`src/verilog/mia_pkg.sv`:
```
package mia_pkg;
    // register byte offsets
    localparam logic [11:0] OFF_STATUS  = 12'h000;
    localparam logic [11:0] OFF_CAUSE   = 12'h004;
    localparam logic [11:0] OFF_SHADOW  = 12'h008;
    localparam logic [11:0] OFF_LEVEL   = 12'h00c;
    localparam logic [11:0] OFF_VECTOR  = 12'h010;
    localparam logic [11:0] OFF_CLEAR   = 12'h014;
    localparam logic [11:0] OFF_RET_PC  = 12'h018;
    localparam logic [2:0]  SRC_AREA    = 3'h1;
    // status fields
    localparam int ST_ENABLE  = 0;
    localparam int ST_EXC     = 1;
    localparam int ST_ERR     = 2;
    localparam int ST_MASK    = 8;
    // shadow set control fields
    localparam int SH_DISABLE = 0;
    localparam int SH_CUR     = 4;
    localparam int SH_PREV    = 8;
    // source control fields
    localparam int SC_LVL  = 0;
    localparam int SC_TRIG = 4;
    localparam logic [1:0] TRIG_SOFT_SET = 2'h1;
    localparam logic [1:0] RESP_OKAY    = 2'h0;
    localparam logic [1:0] RESP_DECERR  = 2'h3;
    localparam logic [2:0] HW_MASK_ALL  = 3'h7;
    // software interrupt acceptance delay
    localparam logic [1:0] SW_MIN_AGE   = 2'h3;
    // named hardware sources
    localparam int SRC_MOTOR0_MATCH = 20;
    localparam int SRC_MOTOR0_EMG   = 22;
    localparam int SRC_MOTOR1_EMG   = 23;
    localparam int SRC_TIMER0_EMG   = 33;
    localparam logic [31:0] RESET_STATUS = 32'h0000_0004;
endpackage : mia_pkg

```
`src/verilog/mia_top.sv`:
```
// Register access over AXI4-Lite and the register offsets were decided locally.
`timescale 1ns/1ps
// What this block does
// RULE1: two software interrupts, raised by software pending bits one and zero.
// RULE2: software interrupt accepted no sooner than three cycles after pending; pc saved.
// RULE3: software interrupt needs its mask bit, global enable, no error or exception level.
// RULE4: hardware interrupt beats a software interrupt arriving in the same cycle.
// RULE5: software acceptance with shadows enabled copies current set to previous only.
// RULE6: writing trigger mode 01 to source zero control raises source zero.
// RULE7: maskable hardware sources, each with its own level out of seven.
// RULE8: hardware interrupt needs mask bits four to two, enable, no error/exception level.
// RULE9: highest level wins; equal levels go to lowest source number.
// RULE10: hardware acceptance sets exception level and loads mask level; enable unchanged.
// RULE11: hardware acceptance switches bank to set equal to level unless disabled.
// RULE12: after exception level cleared, only levels above current mask level accepted.
// RULE13: every hardware request from a source with a nonzero level triggers a dma transfer.
// RULE14: vector code is four times the source number.
// RULE15: sources 22 and 23 are motor emergency stops, vectors 0x058 and 0x05c.
// RULE16: source 33 is timer zero emergency, vector 0x084; 25 to 32 timers.
// RULE17: level zero sources never interrupt and are not latched.
// RULE18: repeated request before clearing is ignored.
// RULE19: mask level and vector held after acceptance until vector register read.
// RULE20: one pending flag per source, cleared by software; arbitrate pending only.
module mia_top #(
    parameter int NSRC = 96,
    parameter int IW   = 7
) (
    input  wire logic            aclk,
    input  wire logic            aresetn,
    input  wire logic            ce,
    input  wire logic [11:0]     s_axi_awaddr,
    input  wire logic            s_axi_awvalid,
    output logic                 s_axi_awready,
    input  wire logic [31:0]     s_axi_wdata,
    input  wire logic [3:0]      s_axi_wstrb,
    input  wire logic            s_axi_wvalid,
    output logic                 s_axi_wready,
    output logic [1:0]           s_axi_bresp,
    output logic                 s_axi_bvalid,
    input  wire logic            s_axi_bready,
    input  wire logic [11:0]     s_axi_araddr,
    input  wire logic            s_axi_arvalid,
    output logic                 s_axi_arready,
    output logic [31:0]          s_axi_rdata,
    output logic [1:0]           s_axi_rresp,
    output logic                 s_axi_rvalid,
    input  wire logic            s_axi_rready,
    input  wire logic [NSRC-1:0] irq_req,
    input  wire logic            motor0_count_match_int,
    input  wire logic            motor0_emergency_int,
    input  wire logic            motor1_emergency_int,
    input  wire logic            timer0_emergency_int,
    input  wire logic [31:0]     core_pc,
    output logic                 take_hw,
    output logic                 take_sw,
    output logic [3:0]           active_bank,
    output logic [NSRC-1:0]      dma_trigger
);
    logic [2:0]      lvl_reg [NSRC];
    logic [2:0]      lvl_next [NSRC];
    logic [NSRC-1:0] pend_reg, pend_next;
    logic [1:0]      src0_mode_reg, src0_mode_next;
    logic [31:0]     status_reg, status_next;
    logic [1:0]      soft_pending_bits_reg, soft_pending_bits_next;
    logic [1:0]      sw_age_reg [2];
    logic [1:0]      sw_age_next [2];
    logic            shadow_set_disable_reg, shadow_set_disable_next;
    logic [3:0]      current_shadow_set_reg, current_shadow_set_next;
    logic [3:0]      previous_shadow_set_reg, previous_shadow_set_next;
    logic [2:0]      current_mask_level_reg, current_mask_level_next;
    logic [8:0]      vector_register_reg, vector_register_next;
    logic            hold_reg, hold_next;
    logic [31:0]     exception_return_pc_reg, exception_return_pc_next;
    logic [NSRC-1:0] dma_reg, dma_next;
    logic            bvalid_reg, bvalid_next;
    logic [1:0]      bresp_reg, bresp_next;
    logic            rvalid_reg, rvalid_next;
    logic [1:0]      rresp_reg, rresp_next;
    logic [31:0]     rdata_reg, rdata_next;

    logic            wr_go, rd_go, vec_rd;
    logic [NSRC-1:0] req_all, zero_lvl;
    logic [IW-1:0]   best_idx;
    logic [2:0]      best_lvl;
    logic            best_found, hw_ok, sw_ok;
    logic [1:0]      sw_ready;
    logic            global_int_enable, exception_level_flag, error_level_flag;
    logic [4:0]      int_mask_bits;
    logic [IW-1:0]   wsrc, rsrc;

    assign global_int_enable    = status_reg[mia_pkg::ST_ENABLE];
    assign exception_level_flag = status_reg[mia_pkg::ST_EXC];
    assign error_level_flag     = status_reg[mia_pkg::ST_ERR];
    assign int_mask_bits        = status_reg[mia_pkg::ST_MASK +: 5];
    assign wsrc          = s_axi_awaddr[IW+1:2];
    assign rsrc          = s_axi_araddr[IW+1:2];

    // both channels must be present; taking them together keeps the write path single-cycle
    assign wr_go         = ce && s_axi_awvalid && s_axi_wvalid && !bvalid_reg;
    assign rd_go         = ce && s_axi_arvalid && !rvalid_reg;
    assign s_axi_awready = wr_go;
    assign s_axi_wready  = wr_go;
    assign s_axi_arready = rd_go;
    assign s_axi_bvalid  = bvalid_reg;
    assign s_axi_bresp   = bresp_reg;
    assign s_axi_rvalid  = rvalid_reg;
    assign s_axi_rresp   = rresp_reg;
    assign s_axi_rdata   = rdata_reg;
    assign vec_rd        = rd_go && s_axi_araddr == mia_pkg::OFF_VECTOR;
    assign active_bank   = current_shadow_set_reg;
    assign dma_trigger   = dma_reg;

    always_comb begin
        req_all = irq_req;
        req_all[mia_pkg::SRC_MOTOR0_MATCH] = irq_req[mia_pkg::SRC_MOTOR0_MATCH] | motor0_count_match_int; // RULE14
        req_all[mia_pkg::SRC_MOTOR0_EMG] = irq_req[mia_pkg::SRC_MOTOR0_EMG] | motor0_emergency_int; // RULE15
        req_all[mia_pkg::SRC_MOTOR1_EMG] = irq_req[mia_pkg::SRC_MOTOR1_EMG] | motor1_emergency_int; // RULE15
        req_all[mia_pkg::SRC_TIMER0_EMG] = irq_req[mia_pkg::SRC_TIMER0_EMG] | timer0_emergency_int; // RULE16
        // software-set request on source zero
        if (wr_go && s_axi_awaddr[11:9] == mia_pkg::SRC_AREA && wsrc == '0
            && s_axi_wdata[mia_pkg::SC_TRIG +: 2] == mia_pkg::TRIG_SOFT_SET) begin
            req_all[0] = 1'b1; // RULE6
        end
    end

    // arbitration: descending scan with >= leaves the lowest number on a tie
    always_comb begin
        best_idx   = '0;
        best_lvl   = '0;
        best_found = 1'b0;
        for (int i = NSRC - 1; i >= 0; i--) begin
            zero_lvl[i] = lvl_reg[i] == 3'h0;
            if (pend_reg[i] && lvl_reg[i] > current_mask_level_reg && lvl_reg[i] >= best_lvl) begin // RULE12 RULE20
                best_idx   = IW'(i); // RULE9
                best_lvl   = lvl_reg[i];
                best_found = 1'b1;
            end
        end
    end

    always_comb begin
        for (int b = 0; b < 2; b++) begin
            sw_ready[b] = soft_pending_bits_reg[b] && int_mask_bits[b]
                          && sw_age_reg[b] == mia_pkg::SW_MIN_AGE; // RULE2 RULE3
        end
    end

    assign hw_ok   = best_found && !hold_reg && int_mask_bits[4:2] == mia_pkg::HW_MASK_ALL
                     && global_int_enable && !exception_level_flag && !error_level_flag; // RULE8 RULE19
    assign sw_ok   = |sw_ready && global_int_enable && !exception_level_flag && !error_level_flag; // RULE3
    assign take_hw = ce && hw_ok;
    assign take_sw = ce && sw_ok && !hw_ok; // RULE4

    always_comb begin
        lvl_next                 = lvl_reg;
        src0_mode_next           = src0_mode_reg;
        status_next              = status_reg;
        soft_pending_bits_next   = soft_pending_bits_reg;
        shadow_set_disable_next  = shadow_set_disable_reg;
        current_shadow_set_next  = current_shadow_set_reg;
        previous_shadow_set_next = previous_shadow_set_reg;
        current_mask_level_next  = current_mask_level_reg;
        vector_register_next     = vector_register_reg;
        hold_next                = hold_reg && !vec_rd; // RULE19
        exception_return_pc_next = exception_return_pc_reg;
        pend_next                = pend_reg;
        dma_next                 = req_all & ~zero_lvl; // RULE13
        bvalid_next              = bvalid_reg && !s_axi_bready;
        bresp_next               = bresp_reg;
        rvalid_next              = rvalid_reg && !s_axi_rready;
        rresp_next               = rresp_reg;
        rdata_next               = rdata_reg;
        for (int b = 0; b < 2; b++) begin
            sw_age_next[b] = !soft_pending_bits_reg[b] ? 2'h0 :
                             sw_age_reg[b] == mia_pkg::SW_MIN_AGE ? sw_age_reg[b] : sw_age_reg[b] + 2'h1; // RULE2
        end
        if (wr_go) begin
            bvalid_next = 1'b1;
            bresp_next  = mia_pkg::RESP_OKAY;
            if (s_axi_awaddr[11:9] == mia_pkg::SRC_AREA && int'(wsrc) < NSRC) begin
                if (s_axi_wstrb[0]) begin
                    lvl_next[wsrc] = s_axi_wdata[mia_pkg::SC_LVL +: 3]; // RULE7
                    if (wsrc == '0) begin
                        src0_mode_next = s_axi_wdata[mia_pkg::SC_TRIG +: 2];
                    end
                end
            end else if (s_axi_awaddr == mia_pkg::OFF_STATUS) begin
                status_next = s_axi_wdata;
            end else if (s_axi_awaddr == mia_pkg::OFF_CAUSE) begin
                soft_pending_bits_next = s_axi_wdata[1:0]; // RULE1
            end else if (s_axi_awaddr == mia_pkg::OFF_SHADOW) begin
                shadow_set_disable_next  = s_axi_wdata[mia_pkg::SH_DISABLE];
                current_shadow_set_next  = s_axi_wdata[mia_pkg::SH_CUR +: 4];
                previous_shadow_set_next = s_axi_wdata[mia_pkg::SH_PREV +: 4];
            end else if (s_axi_awaddr == mia_pkg::OFF_LEVEL) begin
                // restoring the mask level is refused while an acceptance is held
                if (!hold_reg) begin
                    current_mask_level_next = s_axi_wdata[2:0];
                end
            end else if (s_axi_awaddr == mia_pkg::OFF_CLEAR) begin
                if (int'(s_axi_wdata[IW-1:0]) < NSRC) begin
                    pend_next[s_axi_wdata[IW-1:0]] = 1'b0; // RULE20
                end
            end else if (s_axi_awaddr != mia_pkg::OFF_VECTOR && s_axi_awaddr != mia_pkg::OFF_RET_PC) begin
                bresp_next = mia_pkg::RESP_DECERR;
            end
        end
        // set after clear: a request in the clearing cycle survives; repeats just re-set
        pend_next = pend_next | (req_all & ~zero_lvl); // RULE17 RULE18
        if (take_hw) begin
            status_next[mia_pkg::ST_EXC] = 1'b1; // RULE10
            current_mask_level_next      = best_lvl; // RULE10
            vector_register_next         = {best_idx, 2'b00}; // RULE14 RULE15 RULE16
            hold_next                    = 1'b1; // RULE19
            exception_return_pc_next     = core_pc;
            if (!shadow_set_disable_reg) begin
                previous_shadow_set_next = current_shadow_set_reg;
                current_shadow_set_next  = {1'b0, best_lvl}; // RULE11
            end
        end else if (take_sw) begin
            status_next[mia_pkg::ST_EXC] = 1'b1;
            exception_return_pc_next     = core_pc; // RULE2
            if (!shadow_set_disable_reg) begin
                previous_shadow_set_next = current_shadow_set_reg; // RULE5
            end
        end
        if (rd_go) begin
            rvalid_next = 1'b1;
            rresp_next  = mia_pkg::RESP_OKAY;
            rdata_next  = 32'h0;
            if (s_axi_araddr[11:9] == mia_pkg::SRC_AREA && int'(rsrc) < NSRC) begin
                rdata_next[mia_pkg::SC_LVL +: 3] = lvl_reg[rsrc];
                rdata_next[mia_pkg::SC_TRIG - 1] = pend_reg[rsrc];
                if (rsrc == '0) begin
                    rdata_next[mia_pkg::SC_TRIG +: 2] = src0_mode_reg;
                end
            end else begin
                case (s_axi_araddr)
                    mia_pkg::OFF_STATUS: rdata_next = status_reg;
                    mia_pkg::OFF_CAUSE:  rdata_next[1:0] = soft_pending_bits_reg;
                    mia_pkg::OFF_SHADOW: begin
                        rdata_next[mia_pkg::SH_DISABLE]   = shadow_set_disable_reg;
                        rdata_next[mia_pkg::SH_CUR +: 4]  = current_shadow_set_reg;
                        rdata_next[mia_pkg::SH_PREV +: 4] = previous_shadow_set_reg;
                    end
                    mia_pkg::OFF_LEVEL:  rdata_next[2:0] = current_mask_level_reg;
                    mia_pkg::OFF_VECTOR: rdata_next[8:0] = vector_register_reg;
                    mia_pkg::OFF_RET_PC: rdata_next = exception_return_pc_reg;
                    default:             rresp_next = mia_pkg::RESP_DECERR;
                endcase
            end
        end
    end

    always_ff @(posedge aclk) begin
        if (!aresetn) begin
            for (int i = 0; i < NSRC; i++) begin
                lvl_reg[i] <= 3'h0;
            end
            sw_age_reg[0]           <= 2'h0;
            sw_age_reg[1]           <= 2'h0;
            pend_reg                <= '0;
            src0_mode_reg           <= 2'h0;
            status_reg              <= mia_pkg::RESET_STATUS;
            soft_pending_bits_reg   <= 2'h0;
            shadow_set_disable_reg  <= 1'b1;
            current_shadow_set_reg  <= 4'h0;
            previous_shadow_set_reg <= 4'h0;
            current_mask_level_reg  <= 3'h0;
            vector_register_reg     <= 9'h000;
            hold_reg                <= 1'b0;
            exception_return_pc_reg <= 32'h0;
            dma_reg                 <= '0;
            bvalid_reg              <= 1'b0;
            bresp_reg               <= 2'h0;
            rvalid_reg              <= 1'b0;
            rresp_reg               <= 2'h0;
            rdata_reg               <= 32'h0;
        end else if (ce) begin
            lvl_reg                 <= lvl_next;
            sw_age_reg              <= sw_age_next;
            pend_reg                <= pend_next;
            src0_mode_reg           <= src0_mode_next;
            status_reg              <= status_next;
            soft_pending_bits_reg   <= soft_pending_bits_next;
            shadow_set_disable_reg  <= shadow_set_disable_next;
            current_shadow_set_reg  <= current_shadow_set_next;
            previous_shadow_set_reg <= previous_shadow_set_next;
            current_mask_level_reg  <= current_mask_level_next;
            vector_register_reg     <= vector_register_next;
            hold_reg                <= hold_next;
            exception_return_pc_reg <= exception_return_pc_next;
            dma_reg                 <= dma_next;
            bvalid_reg              <= bvalid_next;
            bresp_reg               <= bresp_next;
            rvalid_reg              <= rvalid_next;
            rresp_reg               <= rresp_next;
            rdata_reg               <= rdata_next;
        end
    end
endmodule : mia_top

```
`config.mk`:
```
export PLATFORM = sky130hd
export DESIGN_NAME = mia_top
export DESIGN_NICKNAME = d
export VERILOG_FILES = /design/src/verilog/mia_pkg.sv /design/src/verilog/mia_top.sv
export SDC_FILE = /design/constraint.sdc
export NUM_CORES = 2
export LEC_CHECK = 0
export BUFFER_PORTS_ARGS = -buffer_cell sky130_fd_sc_hd__buf_2
export CAP_MARGIN = 20
export CORE_ASPECT_RATIO = 0.8
export CORE_MARGIN = 4
export CORE_UTILIZATION = 45
export DETAILED_ROUTE_END_ITERATION = 10
export SYNTH_ARGS = -nofsm -noshare
export SYNTH_HDL_FRONTEND = slang
export SYNTH_SLANG_ARGS = --single-unit
```
`constraint.sdc`:
```
create_clock -name aclk -period 207.1 [get_ports aclk]
set_clock_uncertainty 0.1 [all_clocks]
set_input_delay 31.065 -clock aclk [delete_from_list [all_inputs] [get_ports aclk]]
set_output_delay 31.065 -clock aclk [all_outputs]
set_load 0.1 [all_outputs]
```
==> summary.txt <==
Timing
  • Worst slew pin tran: 1296 ps
  • Rel. slew slack: 0.1252
  • RSZ-0062 raised after global routing: false
  • Setup slack after layout: 24,310 ps
  • Setup TNS: 0 ps
  • Final worst-path cycle share: 0.8826
  • Fin crit period: 182,790 ps
  • Final setup viols: 0
  • Achievable Freq: 0.005471 GHz
  • Final Max Slew Viols: 0
  • Final hold viol count: 0

Logic synthesis
  • Syn avg cell area: a little under 8 µm²
  • Gate Count Post-Synth: 6,168
  • Seq/Total Area, Yosys: 0.2564
  • Syn Nets: slightly below 7k
  • Post-synth top area cell: dfxtp_1
  • Synth warn: 0
  • Netlist cell types: 122
  • Post-synth EDFFs: 0
  • Top-area cell type share of the netlist area: 0.2564
  • Primary FF master, synth: dfxtp_1
  • Synth async-reset ratio: 0
  • Main area contributors after synthesis: dfxtp_1, ha_1, a21oi_1, nand2_1, o21ai_0
  • Post-Syn Area: about 47,000 µm²
  • Flops & latches, synth: roughly 610
  • Top-count cell post-synth: nand2_1
  • Synth top cells by count: nand2_1, a21oi_1, o21ai_0

CTS
  • Clk pin slew, worst setup/hold paths: approximately 60 ps
  • Clock Tree Root: clkbuf_16
  • CTS Buffer Depth: 3
  • H-tree Lvls: 3
  • Post-CTS Hold Buffers: 0
  • Post-CTS setup repair buffer count: 0
  • Clock latency at the later pin of the worst-skew pair: 680 ps
  • CTS tree: yes
  • Resize count post-CTS: 0
  • CTS sink count: 608
  • Number of buffers created by CTS: 73

Worst setup path
  • CP Launch Type: flip-flop
  • CP most frequent cell: ha_1
  • Critical path data required time: 175,930 ps
  • Slowest CP cell: o31ai_1
  • CP peak stage delay: roughly 660 ps
  • Worst-path maximum fanout: 21
  • Cell family with most CP delay: compound AO/OA/AOI/OAI gates
  • CP bufs+invs: 16
  • CP Data Arrival Time: about 150,000 ps
  • Crit Path Category: reg2out
  • Crit end category: output pin

Place
  • Setup WS pre-CTS: 27,620 ps
  • Port-buffer cells: 339
  • Final Wtd Congestion: 0.9721
  • Post-DP HPWL: 134,900 µm

Finish
  • Share of cells above drive strength 1: 0.1332
  • Max reg flops: 288
  • Fin nets: 6,982
  • Area delta synth->final: 11.82%

GRT
  • Grt ovf: 0
  • Vias in the first global route: 44.76k
  • Initial antenna violation count: 16
  • First-pass GRT wire length: 280,500 µm
  • Routing usage on met3: 0.07810
  • Met1 Use GR: 0.4652
  • Met2 usage: 0.4779
  • Largest net degree at the start of global routing: 175
  • GR peak layer: met2
  • Total Routing Usage GR: 0.3254

Route
  • Initial drt markers: 5,211
  • DRT Pass-1 Iters: 6
  • Via Count: slightly below 50k
  • Vias/cell: 6.358
  • DRC: 0
  • DRT Wirelength: between 150,000 and 200,000 µm
  • Post-route ant nets: 0
  • Wirelength per Cell: 24.05 µm

Power and ir drop
  • PD cells: about 5.1 nW/µm²
  • Flop pwr share: 0.429
  • Power consumption: 0.2729 mW
  • NetSw: 0.07012 mW
  • Maximum vdd ir drop: 5.268 µV
  • Power share of the combinational group: 0.056
  • Clock share of power: 0.514
  • Cell internal pwr: approximately 0.20 mW
  • P_leak: between 15 and 20 nW
  • Sw frac: 0.2569

Die
  • DIE HEIGHT: 298.5 µm
  • DIE AREA: between 100,000 and 150,000 µm²
  • IO Pins: 343
  • Initial Utilization: 0.4537
  • Chip Width: 371.1 µm
  • Site Rows: 106
  • Core box area: roughly 100,000 µm²

Worst hold path
  • Hold Path Class: reg2reg

Outcome
  • Status: completed

Flow run
  • Max_cap viols: 0
[metal layers]
layer	up-vias	wire length [µm]
li1	23146	-
met1	23877	83620
met2	2300	78910
met3	357	18810
met4	4	6573
met5	-	26
[layout by cell type (no fill, tap or decap), drive strengths merged, types with 55 or more instances in the layout]
cell type and n:
a21oi 833, a31oi 58, and2 79, and3 55
buf 398, clkbuf 95, dfxtp 608, ha 443
inv 300, mux4 126, nand2 868, nand2b 104
nand3 208, nor2 365, nor2b 131, o211ai 66
o21a 71, o21ai 674, o311ai 97
[final timing paths]
path                                               start  slack (ps)                                 endpoint  depth (start not counted)
hold reg to reg               status_reg[7]$_SDFFE_PN0P_         360               status_reg[7]$_SDFFE_PN0P_                          2
setup / recovery  current_mask_level_reg[2]$_SDFFE_PN0P_       24310                                  take_sw                        654
hold / removal                status_reg[7]$_SDFFE_PN0P_         360               status_reg[7]$_SDFFE_PN0P_                          2
setup reg to reg  current_mask_level_reg[2]$_SDFFE_PN0P_       55540  exception_return_pc_reg[5]$_SDFFE_PN0P_                        655
[per-stage QoR]
| stage | util | instance area [µm²] | instances | hold slack, ps |
|---|---|---|---|---|
| finish | 0.5073 | 53080 | 7815 | 356.2 |
| floorplan | - | 47470 | 6168 | 328.7 |
| CTS | 0.5057 | 52920 | 7793 | 356.0 |
| detailed placement | 0.4811 | 50340 | 7661 | 347.1 |
| global placement | 0.4807 | 50300 | 7659 | 342.0 |
| global route | 0.5070 | 53050 | 7802 | 370.8 |
[logic make-up after synthesis]
kind of cell | count (synthesis) | synth area share
and+or+nand+nor | 2023 | 0.1982
DFF | 608 | 0.2564
adders and majority gates | 483 | 0.1252
muxes | 209 | 0.07886
buffers and inverters | 600 | 0.04802
AOI/OAI and AO/OA | 2245 | 0.2934
[power by group through the flow]
stage	Combinational (mW)	Sequential, mW	Clock, mW
after floorplan	0.00691	0.121	0
after global placement	0.0150	0.120	0
after detailed placement	0.0149	0.120	0
after CTS	0.0150	0.117	0.142
after global routing	0.0157	0.117	0.147
final	0.0153	0.117	0.140
[cell type report]
cell class	instances	area (µm²)
Fill cell	10235	51560
Multi-Input combinational cell	4960	33090
Sequential cell	608	12180
Timing Repair Buffer	400	2328
Clock buffer	93	2064
Tap cell	1404	1757
Inverter	296	1126
Clock inverter	39	508.0
Antenna cell	15	37.54
[worst register-to-register path: cells and delay by family, from the launching register on]
kind | cells | cell delay, ps
AO/OA/AOI/OAI | 235 | 54480
adder cells (fa/ha/maj) | 133 | 39220
flip-flops | 1 | 350
multiplexers | 44 | 15920
AND/OR/NAND/NOR | 227 | 39150
buffers and inverters | 16 | 2220
Power figures use the tool's default switching activity.
